===== src/card_line_cfg.svh =====
// Register indices, field positions, reset values and timing counts for the card line block.
`ifndef CARD_LINE_CFG_SVH
`define CARD_LINE_CFG_SVH

// ----------------------------------------------------------------------
// Register indices (byte address is four times the index)
// ----------------------------------------------------------------------
`define INT_CTL_IDX 16'hfe0a
`define EXT_CTL_IDX 16'hfe0b
`define DIR_CTL_IDX 16'hfe0c
`define MODE_CTL_IDX 16'hfe0e

// ----------------------------------------------------------------------
// Field positions
// ----------------------------------------------------------------------
`define INT_AUX8_BIT 3
`define INT_AUX4_BIT 2
`define DIR_AUX8_BIT 3
`define DIR_AUX4_BIT 2
`define EXT_IO_BIT 5
`define EXT_IODIR_BIT 4
`define EXT_INTERNAL_CLOCK_IDLE_LEVEL_BIT 1
`define EXT_INTERNAL_CLOCK_DISABLE_BIT 0
`define MODE_SYNC_BIT 5
`define MODE_BYPASS_BIT 0

// ----------------------------------------------------------------------
// Reset values
// ----------------------------------------------------------------------
`define INT_CTL_RST 8'h00
`define EXT_CTL_RST 8'h00
`define DIR_CTL_RST 8'h0c
`define MODE_CTL_RST 8'h00

// ----------------------------------------------------------------------
// Bus answers and timing
// ----------------------------------------------------------------------
`define RESP_OKAY 2'h0
`define RESP_SLVERR 2'h2
`define ETU_HALF_DEF 4

`endif


===== src/card_line_pkg.sv =====
// Types shared by the card line block.
package card_line_pkg;

  typedef enum logic [2:0] {
    SEL_NONE,
    SEL_INT,
    SEL_EXT,
    SEL_DIR,
    SEL_MODE
  } regSel_t;

endpackage


===== src/card_line_ctrl.sv =====
// Direct control and sampling of card auxiliary, serial I/O and serial clock lines.
// Contract
// - Aux 8 output drives last written bit.
// - Aux 8 output reads stored bit.
// - Aux 8 input reads pin level.
// - Aux 8 input write stored, not driven.
// - Aux 4 output drives last written bit.
// - Aux 4 output reads stored bit.
// - Aux 4 input reads pin level.
// - Aux 4 input write stored, not driven.
// - I/O direction one reads I/O pin.
// - I/O direction zero drives written level.
// - I/O bits act only bypass/sync.
// - Sync mode captures I/O on clock rise.
// - Direction one input, zero output.
// - Stopped clock holds the level bit.
// - Bypass: level bit drives clock line.
// - Disable zero runs clock, one stops.
// - Disable ignored in bypass mode.
// - External register index fe0b, resets zero.
// - Aux directions separate, tri-stated after reset.
// - Sync mode: register I/O, divider clock.
`timescale 1ns/100ps
`include "card_line_cfg.svh"

module card_line_ctrl #(
  parameter int ADDR_W = 18,
  parameter int ETU_HALF = `ETU_HALF_DEF
) (
  input wire logic clk,
  input wire logic rst,
  input wire logic ce,
  input wire logic awvalid,
  output logic awready,
  input wire logic [ADDR_W-1:0] awaddr,
  input wire logic wvalid,
  output logic wready,
  input wire logic [31:0] wdata,
  input wire logic [3:0] wstrb,
  output logic bvalid,
  input wire logic bready,
  output logic [1:0] bresp,
  input wire logic arvalid,
  output logic arready,
  input wire logic [ADDR_W-1:0] araddr,
  output logic rvalid,
  input wire logic rready,
  output logic [31:0] rdata,
  output logic [1:0] rresp,
  input wire logic aux8In,
  output logic aux8Out,
  output logic aux8Oe,
  input wire logic aux4In,
  output logic aux4Out,
  output logic aux4Oe,
  input wire logic sioIn,
  output logic sioOut,
  output logic sioOe,
  output logic sclkOut
);

  // ----------------------------------------------------------------------
  // Elaboration checks
  // ----------------------------------------------------------------------
  localparam int CW = $clog2(ETU_HALF + 1);
  localparam logic [7:0] INT_RST = `INT_CTL_RST;

  generate
    if (ADDR_W < 18 || ADDR_W > 32) begin : gBadAddr
      $error("Address width must be 18 to 32.");
    end
    if (ETU_HALF < 1) begin : gBadEtu
      $error("Divider half period must be at least one.");
    end
  endgenerate

  // ----------------------------------------------------------------------
  // Address decode
  // ----------------------------------------------------------------------
  function automatic card_line_pkg::regSel_t decode(
    input logic [ADDR_W-1:0] addr
  );
    logic [ADDR_W-1:0] idx;
    idx = addr >> 2;
    decode = card_line_pkg::SEL_NONE;
    if (addr[1:0] == 2'h0) begin
      if (idx == ADDR_W'(`INT_CTL_IDX)) decode = card_line_pkg::SEL_INT;
      if (idx == ADDR_W'(`EXT_CTL_IDX)) decode = card_line_pkg::SEL_EXT;
      if (idx == ADDR_W'(`DIR_CTL_IDX)) decode = card_line_pkg::SEL_DIR;
      if (idx == ADDR_W'(`MODE_CTL_IDX)) decode = card_line_pkg::SEL_MODE;
    end
  endfunction

  // ----------------------------------------------------------------------
  // Pin synchronisers
  // ----------------------------------------------------------------------
  // Pins are asynchronous to clk, so every level is taken through two
  // flip-flops; a read shows the pin at least two cycles late.
  logic aux8Meta_reg, aux8Sync_reg;
  logic aux4Meta_reg, aux4Sync_reg;
  logic sioMeta_reg, sioSync_reg;

  always_ff @(posedge clk or posedge rst) begin
    if (rst) begin
      aux8Meta_reg <= 1'b0;
      aux8Sync_reg <= 1'b0;
      aux4Meta_reg <= 1'b0;
      aux4Sync_reg <= 1'b0;
      sioMeta_reg <= 1'b0;
      sioSync_reg <= 1'b0;
    end else if (ce) begin
      aux8Meta_reg <= aux8In;
      aux8Sync_reg <= aux8Meta_reg;
      aux4Meta_reg <= aux4In;
      aux4Sync_reg <= aux4Meta_reg;
      sioMeta_reg <= sioIn;
      sioSync_reg <= sioMeta_reg;
    end
  end

  // ----------------------------------------------------------------------
  // Write channel
  // ----------------------------------------------------------------------
  logic awHeld_reg, wHeld_reg;
  logic [ADDR_W-1:0] awAddr_reg;
  logic [7:0] wByte_reg;
  logic wLane_reg;
  logic bvalid_reg;
  logic [1:0] bresp_reg;
  logic wrGo;
  card_line_pkg::regSel_t wrSel;

  // Address and data are taken in either order; one write at a time.
  assign awready = ce & ~awHeld_reg & ~bvalid_reg;
  assign wready = ce & ~wHeld_reg & ~bvalid_reg;
  assign wrGo = ce & awHeld_reg & wHeld_reg & ~bvalid_reg;
  assign wrSel = decode(awAddr_reg);
  assign bvalid = bvalid_reg;
  assign bresp = bresp_reg;

  always_ff @(posedge clk or posedge rst) begin
    if (rst) begin
      awHeld_reg <= 1'b0;
      awAddr_reg <= '0;
    end else if (awvalid && awready) begin
      awHeld_reg <= 1'b1;
      awAddr_reg <= awaddr;
    end else if (wrGo) begin
      awHeld_reg <= 1'b0;
    end
  end

  always_ff @(posedge clk or posedge rst) begin
    if (rst) begin
      wHeld_reg <= 1'b0;
      wByte_reg <= 8'h00;
      wLane_reg <= 1'b0;
    end else if (wvalid && wready) begin
      wHeld_reg <= 1'b1;
      wByte_reg <= wdata[7:0];
      wLane_reg <= wstrb[0];
    end else if (wrGo) begin
      wHeld_reg <= 1'b0;
    end
  end

  always_ff @(posedge clk or posedge rst) begin
    if (rst) begin
      bvalid_reg <= 1'b0;
      bresp_reg <= `RESP_OKAY;
    end else if (wrGo) begin
      bvalid_reg <= 1'b1;
      bresp_reg <= (wrSel == card_line_pkg::SEL_NONE) ? `RESP_SLVERR : `RESP_OKAY;
    end else if (ce && bready) begin
      bvalid_reg <= 1'b0;
    end
  end

  // ----------------------------------------------------------------------
  // Control registers
  // ----------------------------------------------------------------------
  logic aux8Bit_reg, aux4Bit_reg;
  logic aux8Dir_reg, aux4Dir_reg;
  logic ioBit_reg, ioDir_reg;
  logic internal_clock_idle_level_reg, internal_clock_disable_reg;
  logic syncMode_reg, bypassMode_reg;
  logic wrInt, wrExt, wrDir, wrMode;

  // Only the low byte lane carries data; other lanes are ignored.
  assign wrInt = wrGo & wLane_reg & (wrSel == card_line_pkg::SEL_INT);
  assign wrExt = wrGo & wLane_reg & (wrSel == card_line_pkg::SEL_EXT);
  assign wrDir = wrGo & wLane_reg & (wrSel == card_line_pkg::SEL_DIR);
  assign wrMode = wrGo & wLane_reg & (wrSel == card_line_pkg::SEL_MODE);

  // Written bits are stored whatever the direction.
  always_ff @(posedge clk or posedge rst) begin
    if (rst) begin
      aux8Bit_reg <= INT_RST[`INT_AUX8_BIT];
      aux4Bit_reg <= INT_RST[`INT_AUX4_BIT];
    end else if (wrInt) begin
      aux8Bit_reg <= wByte_reg[`INT_AUX8_BIT];
      aux4Bit_reg <= wByte_reg[`INT_AUX4_BIT];
    end
  end

  // Directions reset to input, so both aux lines float.
  always_ff @(posedge clk or posedge rst) begin
    if (rst) begin
      aux8Dir_reg <= 1'b1;
      aux4Dir_reg <= 1'b1;
    end else if (wrDir) begin
      aux8Dir_reg <= wByte_reg[`DIR_AUX8_BIT];
      aux4Dir_reg <= wByte_reg[`DIR_AUX4_BIT];
    end
  end

  always_ff @(posedge clk or posedge rst) begin
    if (rst) begin
      syncMode_reg <= 1'b0;
      bypassMode_reg <= 1'b0;
    end else if (wrMode) begin
      syncMode_reg <= wByte_reg[`MODE_SYNC_BIT];
      bypassMode_reg <= wByte_reg[`MODE_BYPASS_BIT];
    end
  end

  // External register clears to zero; unused bits are not stored.
  always_ff @(posedge clk or posedge rst) begin
    if (rst) begin
      ioBit_reg <= 1'b0;
      ioDir_reg <= 1'b0;
      internal_clock_idle_level_reg <= 1'b0;
      internal_clock_disable_reg <= 1'b0;
    end else if (wrExt) begin
      ioBit_reg <= wByte_reg[`EXT_IO_BIT];
      ioDir_reg <= wByte_reg[`EXT_IODIR_BIT];
      internal_clock_idle_level_reg <= wByte_reg[`EXT_INTERNAL_CLOCK_IDLE_LEVEL_BIT];
      internal_clock_disable_reg <= wByte_reg[`EXT_INTERNAL_CLOCK_DISABLE_BIT];
    end
  end

  // ----------------------------------------------------------------------
  // Serial clock generation
  // ----------------------------------------------------------------------
  logic [CW-1:0] etuCnt_reg;
  logic etuClk_reg;
  logic sclk_reg;
  logic sclkNext;
  logic ioActive;
  logic ioCap_reg;

  // The line bits only act in bypass or synchronous mode.
  assign ioActive = bypassMode_reg | syncMode_reg;

  // The divider runs freely outside bypass; in synchronous mode it
  // is the source of the serial clock.
  always_ff @(posedge clk or posedge rst) begin
    if (rst) begin
      etuCnt_reg <= '0;
      etuClk_reg <= 1'b0;
    end else if (ce) begin
      if (bypassMode_reg) begin
        etuCnt_reg <= '0;
        etuClk_reg <= 1'b0;
      end else if (etuCnt_reg == CW'(ETU_HALF - 1)) begin
        etuCnt_reg <= '0;
        etuClk_reg <= ~etuClk_reg;
      end else begin
        etuCnt_reg <= etuCnt_reg + 1'b1;
      end
    end
  end

  // Stopping is immediate, so firmware must park the line cleanly
  // around a clock stop; no stop or restart sequence is automated.
  // Bypass lets the level bit drive the line and ignores the disable bit.
  assign sclkNext = (bypassMode_reg | internal_clock_disable_reg) ? internal_clock_idle_level_reg : etuClk_reg;

  always_ff @(posedge clk or posedge rst) begin
    if (rst) begin
      sclk_reg <= 1'b0;
    end else if (ce) begin
      sclk_reg <= sclkNext;
    end
  end

  assign sclkOut = sclk_reg;

  // The I/O level is caught as the driven clock goes high.
  always_ff @(posedge clk or posedge rst) begin
    if (rst) begin
      ioCap_reg <= 1'b0;
    end else if (ce && syncMode_reg && sclkNext && !sclk_reg) begin
      ioCap_reg <= sioSync_reg;
    end
  end

  // ----------------------------------------------------------------------
  // Pin drivers
  // ----------------------------------------------------------------------
  logic aux8Out_reg, aux8Oe_reg;
  logic aux4Out_reg, aux4Oe_reg;
  logic sioOut_reg, sioOe_reg;

  always_ff @(posedge clk or posedge rst) begin
    if (rst) begin
      aux8Out_reg <= 1'b0;
      aux8Oe_reg <= 1'b0;
      aux4Out_reg <= 1'b0;
      aux4Oe_reg <= 1'b0;
      sioOut_reg <= 1'b0;
      sioOe_reg <= 1'b0;
    end else if (ce) begin
      aux8Out_reg <= aux8Bit_reg;
      aux8Oe_reg <= ~aux8Dir_reg;
      aux4Out_reg <= aux4Bit_reg;
      aux4Oe_reg <= ~aux4Dir_reg;
      sioOut_reg <= ioBit_reg;
      sioOe_reg <= ioActive & ~ioDir_reg;
    end
  end

  assign aux8Out = aux8Out_reg;
  assign aux8Oe = aux8Oe_reg;
  assign aux4Out = aux4Out_reg;
  assign aux4Oe = aux4Oe_reg;
  assign sioOut = sioOut_reg;
  assign sioOe = sioOe_reg;

  // ----------------------------------------------------------------------
  // Read channel
  // ----------------------------------------------------------------------
  logic rvalid_reg;
  logic [7:0] rByte_reg;
  logic [1:0] rresp_reg;
  logic [7:0] rdByte;
  logic ioRead;
  card_line_pkg::regSel_t rdSel;

  assign arready = ce & ~rvalid_reg;
  assign rdSel = decode(araddr);

  // Input lines read the pin, outputs read the stored bit; outside bypass and sync mode the I/O line reads its stored bit.
  assign ioRead = (!ioActive || !ioDir_reg) ? ioBit_reg :
    (syncMode_reg ? ioCap_reg : sioSync_reg);

  always_comb begin
    rdByte = 8'h00;
    unique case (rdSel)
      card_line_pkg::SEL_INT: begin
        rdByte[`INT_AUX8_BIT] = aux8Dir_reg ? aux8Sync_reg : aux8Bit_reg;
        rdByte[`INT_AUX4_BIT] = aux4Dir_reg ? aux4Sync_reg : aux4Bit_reg;
      end
      card_line_pkg::SEL_EXT: begin
        rdByte[`EXT_IO_BIT] = ioRead;
        rdByte[`EXT_IODIR_BIT] = ioDir_reg;
        rdByte[`EXT_INTERNAL_CLOCK_IDLE_LEVEL_BIT] = internal_clock_idle_level_reg;
        rdByte[`EXT_INTERNAL_CLOCK_DISABLE_BIT] = internal_clock_disable_reg;
      end
      card_line_pkg::SEL_DIR: begin
        rdByte[`DIR_AUX8_BIT] = aux8Dir_reg;
        rdByte[`DIR_AUX4_BIT] = aux4Dir_reg;
      end
      card_line_pkg::SEL_MODE: begin
        rdByte[`MODE_SYNC_BIT] = syncMode_reg;
        rdByte[`MODE_BYPASS_BIT] = bypassMode_reg;
      end
      card_line_pkg::SEL_NONE: rdByte = 8'h00;
    endcase
  end

  always_ff @(posedge clk or posedge rst) begin
    if (rst) begin
      rvalid_reg <= 1'b0;
      rByte_reg <= 8'h00;
      rresp_reg <= `RESP_OKAY;
    end else if (arvalid && arready) begin
      rvalid_reg <= 1'b1;
      rByte_reg <= rdByte;
      rresp_reg <= (rdSel == card_line_pkg::SEL_NONE) ? `RESP_SLVERR : `RESP_OKAY;
    end else if (ce && rready) begin
      rvalid_reg <= 1'b0;
    end
  end

  assign rvalid = rvalid_reg;
  assign rdata = {24'h000000, rByte_reg};
  assign rresp = rresp_reg;

endmodule // card_line_ctrl


===== config.mk =====
export PLATFORM = sky130hd
export DESIGN_NAME = card_line_ctrl
export DESIGN_NICKNAME = d
export VERILOG_FILES = /design/src/card_line_pkg.sv /design/src/card_line_ctrl.sv
export VERILOG_INCLUDE_DIRS = /design/src
export SDC_FILE = /design/constraint.sdc
export NUM_CORES = 1
export LEC_CHECK = 0
export BUFFER_PORTS_ARGS = -buffer_cell sky130_fd_sc_hd__buf_2
export CORE_MARGIN = 1
export CORE_UTILIZATION = 30
export DETAILED_ROUTE_END_ITERATION = 12
export HOLD_SLACK_MARGIN = 0.08
export PLACE_DENSITY = 0.65
export SLEW_MARGIN = 0
export SYNTH_ARGS = -nofsm -noshare
export SYNTH_HDL_FRONTEND = slang
export SYNTH_SLANG_ARGS = --single-unit

===== constraint.sdc =====
create_clock -name clk -period 4 [get_ports clk]
set_input_delay 0.4 -clock clk [delete_from_list [all_inputs] [get_ports clk]]
set_output_delay 0.4 -clock clk [all_outputs]
set_load 0.01 [all_outputs]

==> flow_summary.ini, run 1 <==
[synth]
async_reset_ff_share_pct = 100
synth_edf_count = 0
yosys.cell_types.count = 45
synth.avg_cell_area_um2 = 11.7
ys_seq_area_share_pct = 53.8
syn_inst = 258
synth_area_um2 = 3030
ys_seq_elements = 65
yosys.area.top_type = dfrtp_1
synth-main-ff-cell = dfrtp_1
ys_warn_count = 0
synthTopCellsByArea = dfrtp_1 (52%), mux2_2 (16%), buf_4 (6.9%)
synth_top_cell_area_share_pct = 52.1

[grt]
grt_pass1_vias = 2020
grtUsageTotal_pct = 12.0
gr-total-overflow = 0
antenna_found_initial = 0
grt_pass1_wl_um = 9400
grt_max_degree = 48

[final_layout]
largest_reg_flops = 18
final_area_um2 = 3630
layout-drive-gt1-share_pct = 42.4
antenna_cells = 0
area_growth_pct = 19.9
final_cell_mix = buf_2 (73), dfrtp_1 (63), mux2_2 (44)
n_fill_cell = 1002
nets = 421
layout_commonest_cell = buf_2
final_util_pct = 37.1

[power]
clkPwrFrac_pct = 27.0
leakage_nw = 1.70
seq_power_share_pct = 52.1
p_comb_share_pct = 20.8
irDropWorstVdd_v = 0.000233
p_per_area_nw_per_um2 = 497
intPower_w = 0.00127
switching_share_pct = 29.5
switching_power_w = 0.000532
total_power_w = 0.00180

[timing]
min_period_over_period_pct = 55.6
max_freq_mhz = 449
setup_violations = 0
hold_viol = 0
fin_crit_ps = 2230
finClkSkew_ps = 10.0
worst_slack_ps = 1780
tightestPinTransition_ps = 777
tns_ps = 0
rsz0062_at_grt = no
slew_headroom_pct = 48.2
slew_viol_final = 0

[die]
io_pins = 131
chipWidth_um = 102
die_area_um2 = 10500
rows = 36
core_um2 = 9770
start_util_pct = 31.0
die-height_um = 102

[setup_path]
crit_chain = or4_4 -> nor3_1 -> nand4_1 -> nor3_1 -> mux2_2
crit_path_end_kind = flip-flop
crit_arrival_ps = 2450
cp_data_required_time_ps = 4220
critPathKind = reg -> reg
cp_max_fo = 3
critPathMaxStageDelay_ps = 540
cp_common_cell = nor3_1
startpoint_type = flip-flop
crit_path_top_delay_cell = or4_4

[hold_path]
min_path_type = in -> reg

[clock_network]
clk_pin_slew_ps = 80
cts_buffers = 9
cts_root_buffer = clkbuf_8
cts_tree = yes
cts_sinks = 65
cts_setup_buffers = 0
clockBufferDepth = 2
ctsHtreeMaxLevel = 3
insertion_delay_ps = 340

[placed_design]
dpl-instance-area_um2 = 3440
place.gp.congestion = 0.715
hpwl_um = 4280
post-place-ws_ps = 1730
portBuffers = 73

[drt]
drc = 0
drt_first_iter_violations = 59
via_per_inst = 4.29
antenna_left = 0
drt-wirelength-per-cell_um = 11.8
drtPass1Iterations = 4
routed_wl_um = 5610
via_count = 2040

[outcome]
status = completed

[job]
drv_cap = 0
-- per-stage QoR --
stage	hold WS, ps	std cells
2_1_floorplan	461	285
3_3_place_gp	412	458
3_5_place_dp	408	458
4_1_cts	234	475
5_1_grt	234	475
6_report	252	475
-- power groups by stage --
stage | clock (W) | combinational [W] | sequential [W]
5_1_grt | 0.000545 | 0.000430 | 0.000971
3_5_place_dp | 0 | 0.000382 | 0.000958
2_1_floorplan | 0 | 0.000312 | 0.000927
4_1_cts | 0.000514 | 0.000384 | 0.000945
6_report | 0.000487 | 0.000376 | 0.000940
3_3_place_gp | 0 | 0.000368 | 0.000947
-- critical path: cells and delay by family (launching register included) --
family	cells	cell delay, ps
flip-flops	1	390
multiplexers	1	390
AND/OR/NAND/NOR	4	1330
-- cells by family (layout without fill, tap and decap cells) --
| family | after synthesis | in the layout | share of synthesized area (%) |
|---|---|---|---|
| compound gates | 30 | 30 | 6.20 |
| simple gates | 71 | 71 | 12.9 |
| buf+inv | 42 | 99 | 8.73 |
| flops | 65 | 65 | 53.8 |
| mux | 47 | 47 | 17.5 |
| xor+xnor | 1 | 1 | 0.290 |
| fa+ha+maj | 1 | 1 | 0.413 |
| other cells | 1 | 28 | 0.124 |
-- Yosys cell counts (2+ instances only) --
library cell,n
dfrtp_1,63
mux2_2,44
buf_4,28
nor2_1,18
nand2_1,17
a21oi_1,8
o21ai_0,8
inv_1,7
nor2b_1,6
nor3_1,6
clkbuf_1,4
a31oi_1,3
and4b_1,3
nand2b_1,3
a32o_1,2
and2_1,2
buf_1,2
dfstp_2,2
mux2_1,2
nand4_1,2
nand4b_1,2
o31ai_1,2
or4_4,2
-- per-layer routing --
layer,up-vias,track usage (%),share of wire [%]
met1,942,13.7,45
li1,1003,-,-
met5,-,0,0
met3,5,5.95,8.4
met4,0,3.96,0.68
met2,90,19.6,46
-- area by class of cell --
type | instances | area, um2 | area share (%)
Timing Repair Buffer | 76 | 390 | 10.8
Clock inverter | 7 | 56.3 | 1.55
Clock buffer | 9 | 124 | 3.42
Tap cell | 133 | 166 | 4.59
Inverter | 7 | 26.3 | 0.725
Multi-Input combinational cell | 178 | 1230 | 34.0
Sequential cell | 65 | 1630 | 44.9
-- worst paths after layout --
path / start / endpoint / slack (ps) / cells past startpoint
min in group asynchronous: rst / awAddr_reg[6] / 580 / 3
worst min register to register: rByte_reg[2] / rByte_reg[2] / 480 / 2
worst max-delay path: awAddr_reg[7] / aux4Bit_reg / 1780 / 5
worst max register to register: awAddr_reg[7] / aux4Bit_reg / 1780 / 5
max in group asynchronous: rst / aux8Bit_reg / 2490 / 4
worst min-delay path: awaddr[3] / awAddr_reg[3] / 250 / 3
-- what timing repair did --
action,CTS,global route
gates resized for setup,0,0
hold buffers,1,0
hold endpoints to repair,18,0
(Power assumes the default switching activity.)
==> inputs of run 2 (changes only) <==
Settings changed: PLACE_DENSITY 0.65 to 0.67.
Clock period 4 ns to 2.03 ns, I/O delays scaled along.
==> run 2 against run 1 <==
  * Cell count increased by 4.6%
  * Power is 110% higher
  * Worst hold slack lost 160 ps
  * Flip-flop and latch count did not move
  * Fmax increased by 9.9%
  * Critical endpoint is now aux4Dir_reg
  * Largest power group unchanged
==> flow_summary.ini, run 2 (same netlist as run 1, synthesis figures left out) <==
[die]
rows = 36
die_area_um2 = 10500
chipWidth_um = 102
core_um2 = 9770
start_util_pct = 31.0
io_pins = 131
die-height_um = 102

[setup_path]
ff2ff_setup_slack_ps = 5
crit_arrival_ps = 2290
cp_data_required_time_ps = 2290
cp_max_fo = 2
crit_path_end_kind = flip-flop
rr_worst_depth = 5
startpoint_type = flip-flop
critPathKind = reg -> reg

[timing]
whs_ps = 92.8
rsz0062_at_grt = yes
setup_violations = 0
slew_viol_final = 0
min_period_over_period_pct = 99.7
hold_viol = 0
fin_crit_ps = 2020
finClkSkew_ps = 10.8
max_freq_mhz = 494

[clock_network]
clockBufferDepth = 2
cts_tree = yes
cts_root_buffer = clkbuf_8
clk_pin_slew_ps = 70
cts_sinks = 65
insertion_delay_ps = 340
ctsHtreeMaxLevel = 3
cts_buffers = 9

[grt]
gr-total-overflow = 0
grt_pass1_vias = 2149
grtUsageTotal_pct = 12.6
grt_max_degree = 26
antenna_found_initial = 1
grt_pass1_wl_um = 9850

[drt]
drt_first_iter_violations = 48
via_count = 2156
via_per_inst = 4.34
drtPass1Iterations = 4
drc = 0
antenna_left = 0
drt-wirelength-per-cell_um = 12.3
routed_wl_um = 6120

[power]
p_per_area_nw_per_um2 = 961
irDropWorstVdd_v = 0.000537
total_power_w = 0.00374
leakage_nw = 1.83

[placed_design]
place.gp.congestion = 0.717
portBuffers = 73
dpl-instance-area_um2 = 3480
dpl.cell_count = 464
hpwl_um = 4450

[job]
drv_cap = 0

[final_layout]
largest_reg_flops = 18
area_growth_pct = 28.5
antenna_cells = 0
multiInputGateArea_um2 = 1270
final_cell_mix = buf_2 (73), dfrtp_1 (63), mux2_2 (40)
fin_cells = 497
seqCellArea_um2 = 1630
layout-drive-gt1-share_pct = 42.6
nets = 443
layout_commonest_cell = buf_2
final_area_um2 = 3890
n_fill_cell = 963

[hold_path]
hold_depth = 2
min_path_type = in -> reg

[outcome]
status = completed
==> run 2: power by group <==
| part | total [W] | switching, W | internal (W) |
|---|---|---|---|
| Sequential | 0.00187 | 0.000228 | 0.00164 |
| Combinational | 0.000799 | 0.000344 | 0.000455 |
| Clock | 0.00107 | 0.000507 | 0.000563 |
| Total | 0.00374 | 0.00108 | 0.00266 |
==> run 2: final cells by class <==
type / count / area share [%]
clock buffers: 9 / 3.19
clock inverters: 7 / 1.84
inverters: 7 / 0.676
multi-input cells: 178 / 32.8
flip-flops and latches: 65 / 41.9
well taps: 133 / 4.28
repair buffers: 98 / 15.3
==> run 2: layer usage <==
metal,vias to the layer above,GRT usage (%),wire [um]
met4,0,4.95,77
met1,1017,14.7,2650
met3,7,5.40,466
met2,89,20.5,2930
met5,-,0,0
li1,1043,-,-
==> run 2: path summary, 6_finish.rpt <==
path | to | from
max in group asynchronous | aux8Dir_reg | rst
min | wByte_reg[1] | wdata[1]
min in group asynchronous | awAddr_reg[17] | rst
max reg2reg | aux4Dir_reg | awAddr_reg[9]
min reg2reg | rByte_reg[3] | rByte_reg[3]
max | aux4Dir_reg | awAddr_reg[9]
==> run 2: critical path, cell delays in order (launching register included) <==
cell and delay, ps:
dfrtp_1 380, or4_4 540, or4_4 500, nor2_4 100, nand3_2 110, mux2_4 310
==> run 2: metrics by stage <==
step / util (%) / setup slack [ps] / setup TNS (ps)
floorplan: - / 45.7 / 0
global placement: 35.6 / -39.2 / -243
detailed placement: 35.6 / -68.0 / -370
CTS: 39.1 / -3.02 / -3.02
global route: 39.8 / -92.6 / -425
finish: 39.8 / 5.19 / 0
==> run 2: timing repair <==
item                                   in CTS  in global routing
buffers inserted                            0                  0
gates resized for setup                     8                  2
pin swaps                                   5                  2
setup endpoints to repair                   8                  6
endpoints found under the hold margin      26                  6
hold buffers                               11                  6
==> inputs of run 3 (changes only) <==
Settings changed: PLACE_DENSITY 0.67 to 0.65, REMOVE_ABC_BUFFERS from default to 1.
Clock period 2.03 ns to 2.5 ns, I/O delays scaled along.
==> run 3 against run 2 <==
  * Final area down 6.8%
  * Register-to-register slack better by 300 ps
  * Cell count down 4.2%
  * Largest power group unchanged
  * Global-route usage up 0.30 points
  * Clock-buffer cell count up 3
  * Fmax down 7.8%
  * Power down 23%
==> flow_summary.ini, run 3 (same netlist as run 1, synthesis figures left out) <==
[power]
intPower_w = 0.00205
leakage_nw = 1.72
switching_power_w = 0.000832
clkPwrFrac_pct = 26.5
switching_share_pct = 28.8
irDropWorstVdd_v = 0.000443
p_comb_share_pct = 21.3
seq_power_share_pct = 52.2
p_per_area_nw_per_um2 = 797

[setup_path]
crit_path_end_kind = flip-flop
critPathKind = reg -> reg
crit_start = awAddr_reg[7]
startpoint_type = flip-flop
cp_max_fo = 4
crit_arrival_ps = 2420
cp_data_required_time_ps = 2720
ff2ff_setup_slack_ps = 300
r2r_start = awAddr_reg[7]

[clock_network]
cts_root_buffer = clkbuf_8
clk_pin_slew_ps = 70
clockBufferDepth = 2
ctsResizeCount = 0
cts_setup_buffers = 0
insertion_delay_ps = 340
cts_buffers = 9
cts_sinks = 65
ctsHtreeMaxLevel = 3
cts_tree = yes

[hold_path]
min_path_type = in -> reg
worstHoldStart = awaddr[3]

[timing]
slew_viol_final = 0
max_freq_mhz = 455
rsz0062_at_grt = no
setup_violations = 0
finClkSkew_ps = 7.37
min_period_over_period_pct = 87.9
fin_crit_ps = 2200
tns_ps = 0
hold_viol = 0

[final_layout]
seqCellArea_um2 = 1630
layout_commonest_cell = buf_2
final_cell_mix = buf_2 (73), dfrtp_1 (63), mux2_2 (44)
layout-drive-gt1-share_pct = 42.0
area_growth_pct = 19.8
n_fill_cell = 992
nets = 423
fin_cells = 476
multiInputGateArea_um2 = 1230
final_util_pct = 37.1
largest_reg_flops = 18
antenna_cells = 0

[drt]
antenna_left = 0
via_per_inst = 4.37
drt_first_iter_violations = 50
drt-wirelength-per-cell_um = 12.7
drc = 0
via_count = 2079
routed_wl_um = 6040
drtPass1Iterations = 4

[grt]
grt_pass1_wl_um = 10000
grt_max_degree = 31
antenna_found_initial = 0
grtUsageTotal_pct = 12.9
gr-total-overflow = 0
grt_pass1_vias = 2088

[die]
chipWidth_um = 102
die_area_um2 = 10500
rows = 36
start_util_pct = 31.0
core_um2 = 9770
io_pins = 131
die-height_um = 102

[placed_design]
dpl.cell_count = 460
portBuffers = 73
place.gp.congestion = 0.736
hpwl_um = 4540

[outcome]
status = completed

[job]
drv_cap = 0
==> run 3: changes by cell type in the layout (fill, tap and decap cells not counted), moves of 2 or more <==
cell,previous run,this run
dlygate4sd3_1,17,1
mux2_1,0,2
nor3_2,2,0
nor3_1,4,6
mux2_4,6,0
clkbuf_1,0,2
buf_4,8,4
clkinvlp_4,3,1
mux2_2,40,44
==> run 3: through the flow <==
stage	worst slack, ps	area [um2]	power [W]	hold WS (ps)
floorplan	516	2890	0.00194	335
global placement	294	3450	0.00211	211
detailed placement	299	3450	0.00215	223
CTS	280	3620	0.00294	101
global route	131	3620	0.00311	107
finish	303	3620	0.00289	123
==> run 3: repair_timing <==
item	4_1_cts	5_1_grt
hold buffers	1	0
endpoints found under the setup margin	0	0
hold endpoints to repair	11	0
==> run 3: area by class of cell <==
class / count / area share [%]
clock inverter: 3 / 0.483
multi-input combinational: 178 / 34.0
timing repair buffer: 78 / 11.2
sequential: 65 / 45.0
clock buffer: 12 / 4.01
inverter: 7 / 0.725
tap: 133 / 4.59
==> run 3: worst max-delay path, stage by stage (launching register included) <==
cell     delay [ps]
dfrtp_1         380
or4_4           540
nor3_1          190
nand4_1         190
nor3b_2         400
mux2_2          380
==> run 3: power groups by stage <==
stage          clock network, W  logic [W]  registers [W]
2_1_floorplan                 0   0.000456        0.00148
3_3_place_gp                  0   0.000594        0.00151
3_5_place_dp                  0   0.000626        0.00153
4_1_cts                0.000798   0.000628        0.00151
5_1_grt                0.000850   0.000705        0.00155
6_report               0.000765   0.000615        0.00151
==> run 3: worst paths after layout <==
check / end / cells after the start
max reg2reg: internal_clock_idle_level_reg / 5
min in group asynchronous: wByte_reg[3] / 3
min: awAddr_reg[3] / 3
max: internal_clock_idle_level_reg / 5
max in group asynchronous: aux8Dir_reg / 4
min reg2reg: rByte_reg[0] / 2
==> run 3: layer usage <==
metal | wire [um] | global-route usage [%] | part of all wire (%) | vias to the layer above
met5 | 0 | 0 | 0 | -
met1 | 2780 | 15.7 | 46 | 983
met4 | 56 | 3.96 | 0.93 | 0
li1 | - | - | - | 1008
met3 | 405 | 5.40 | 6.7 | 8
met2 | 2790 | 20.8 | 46 | 80
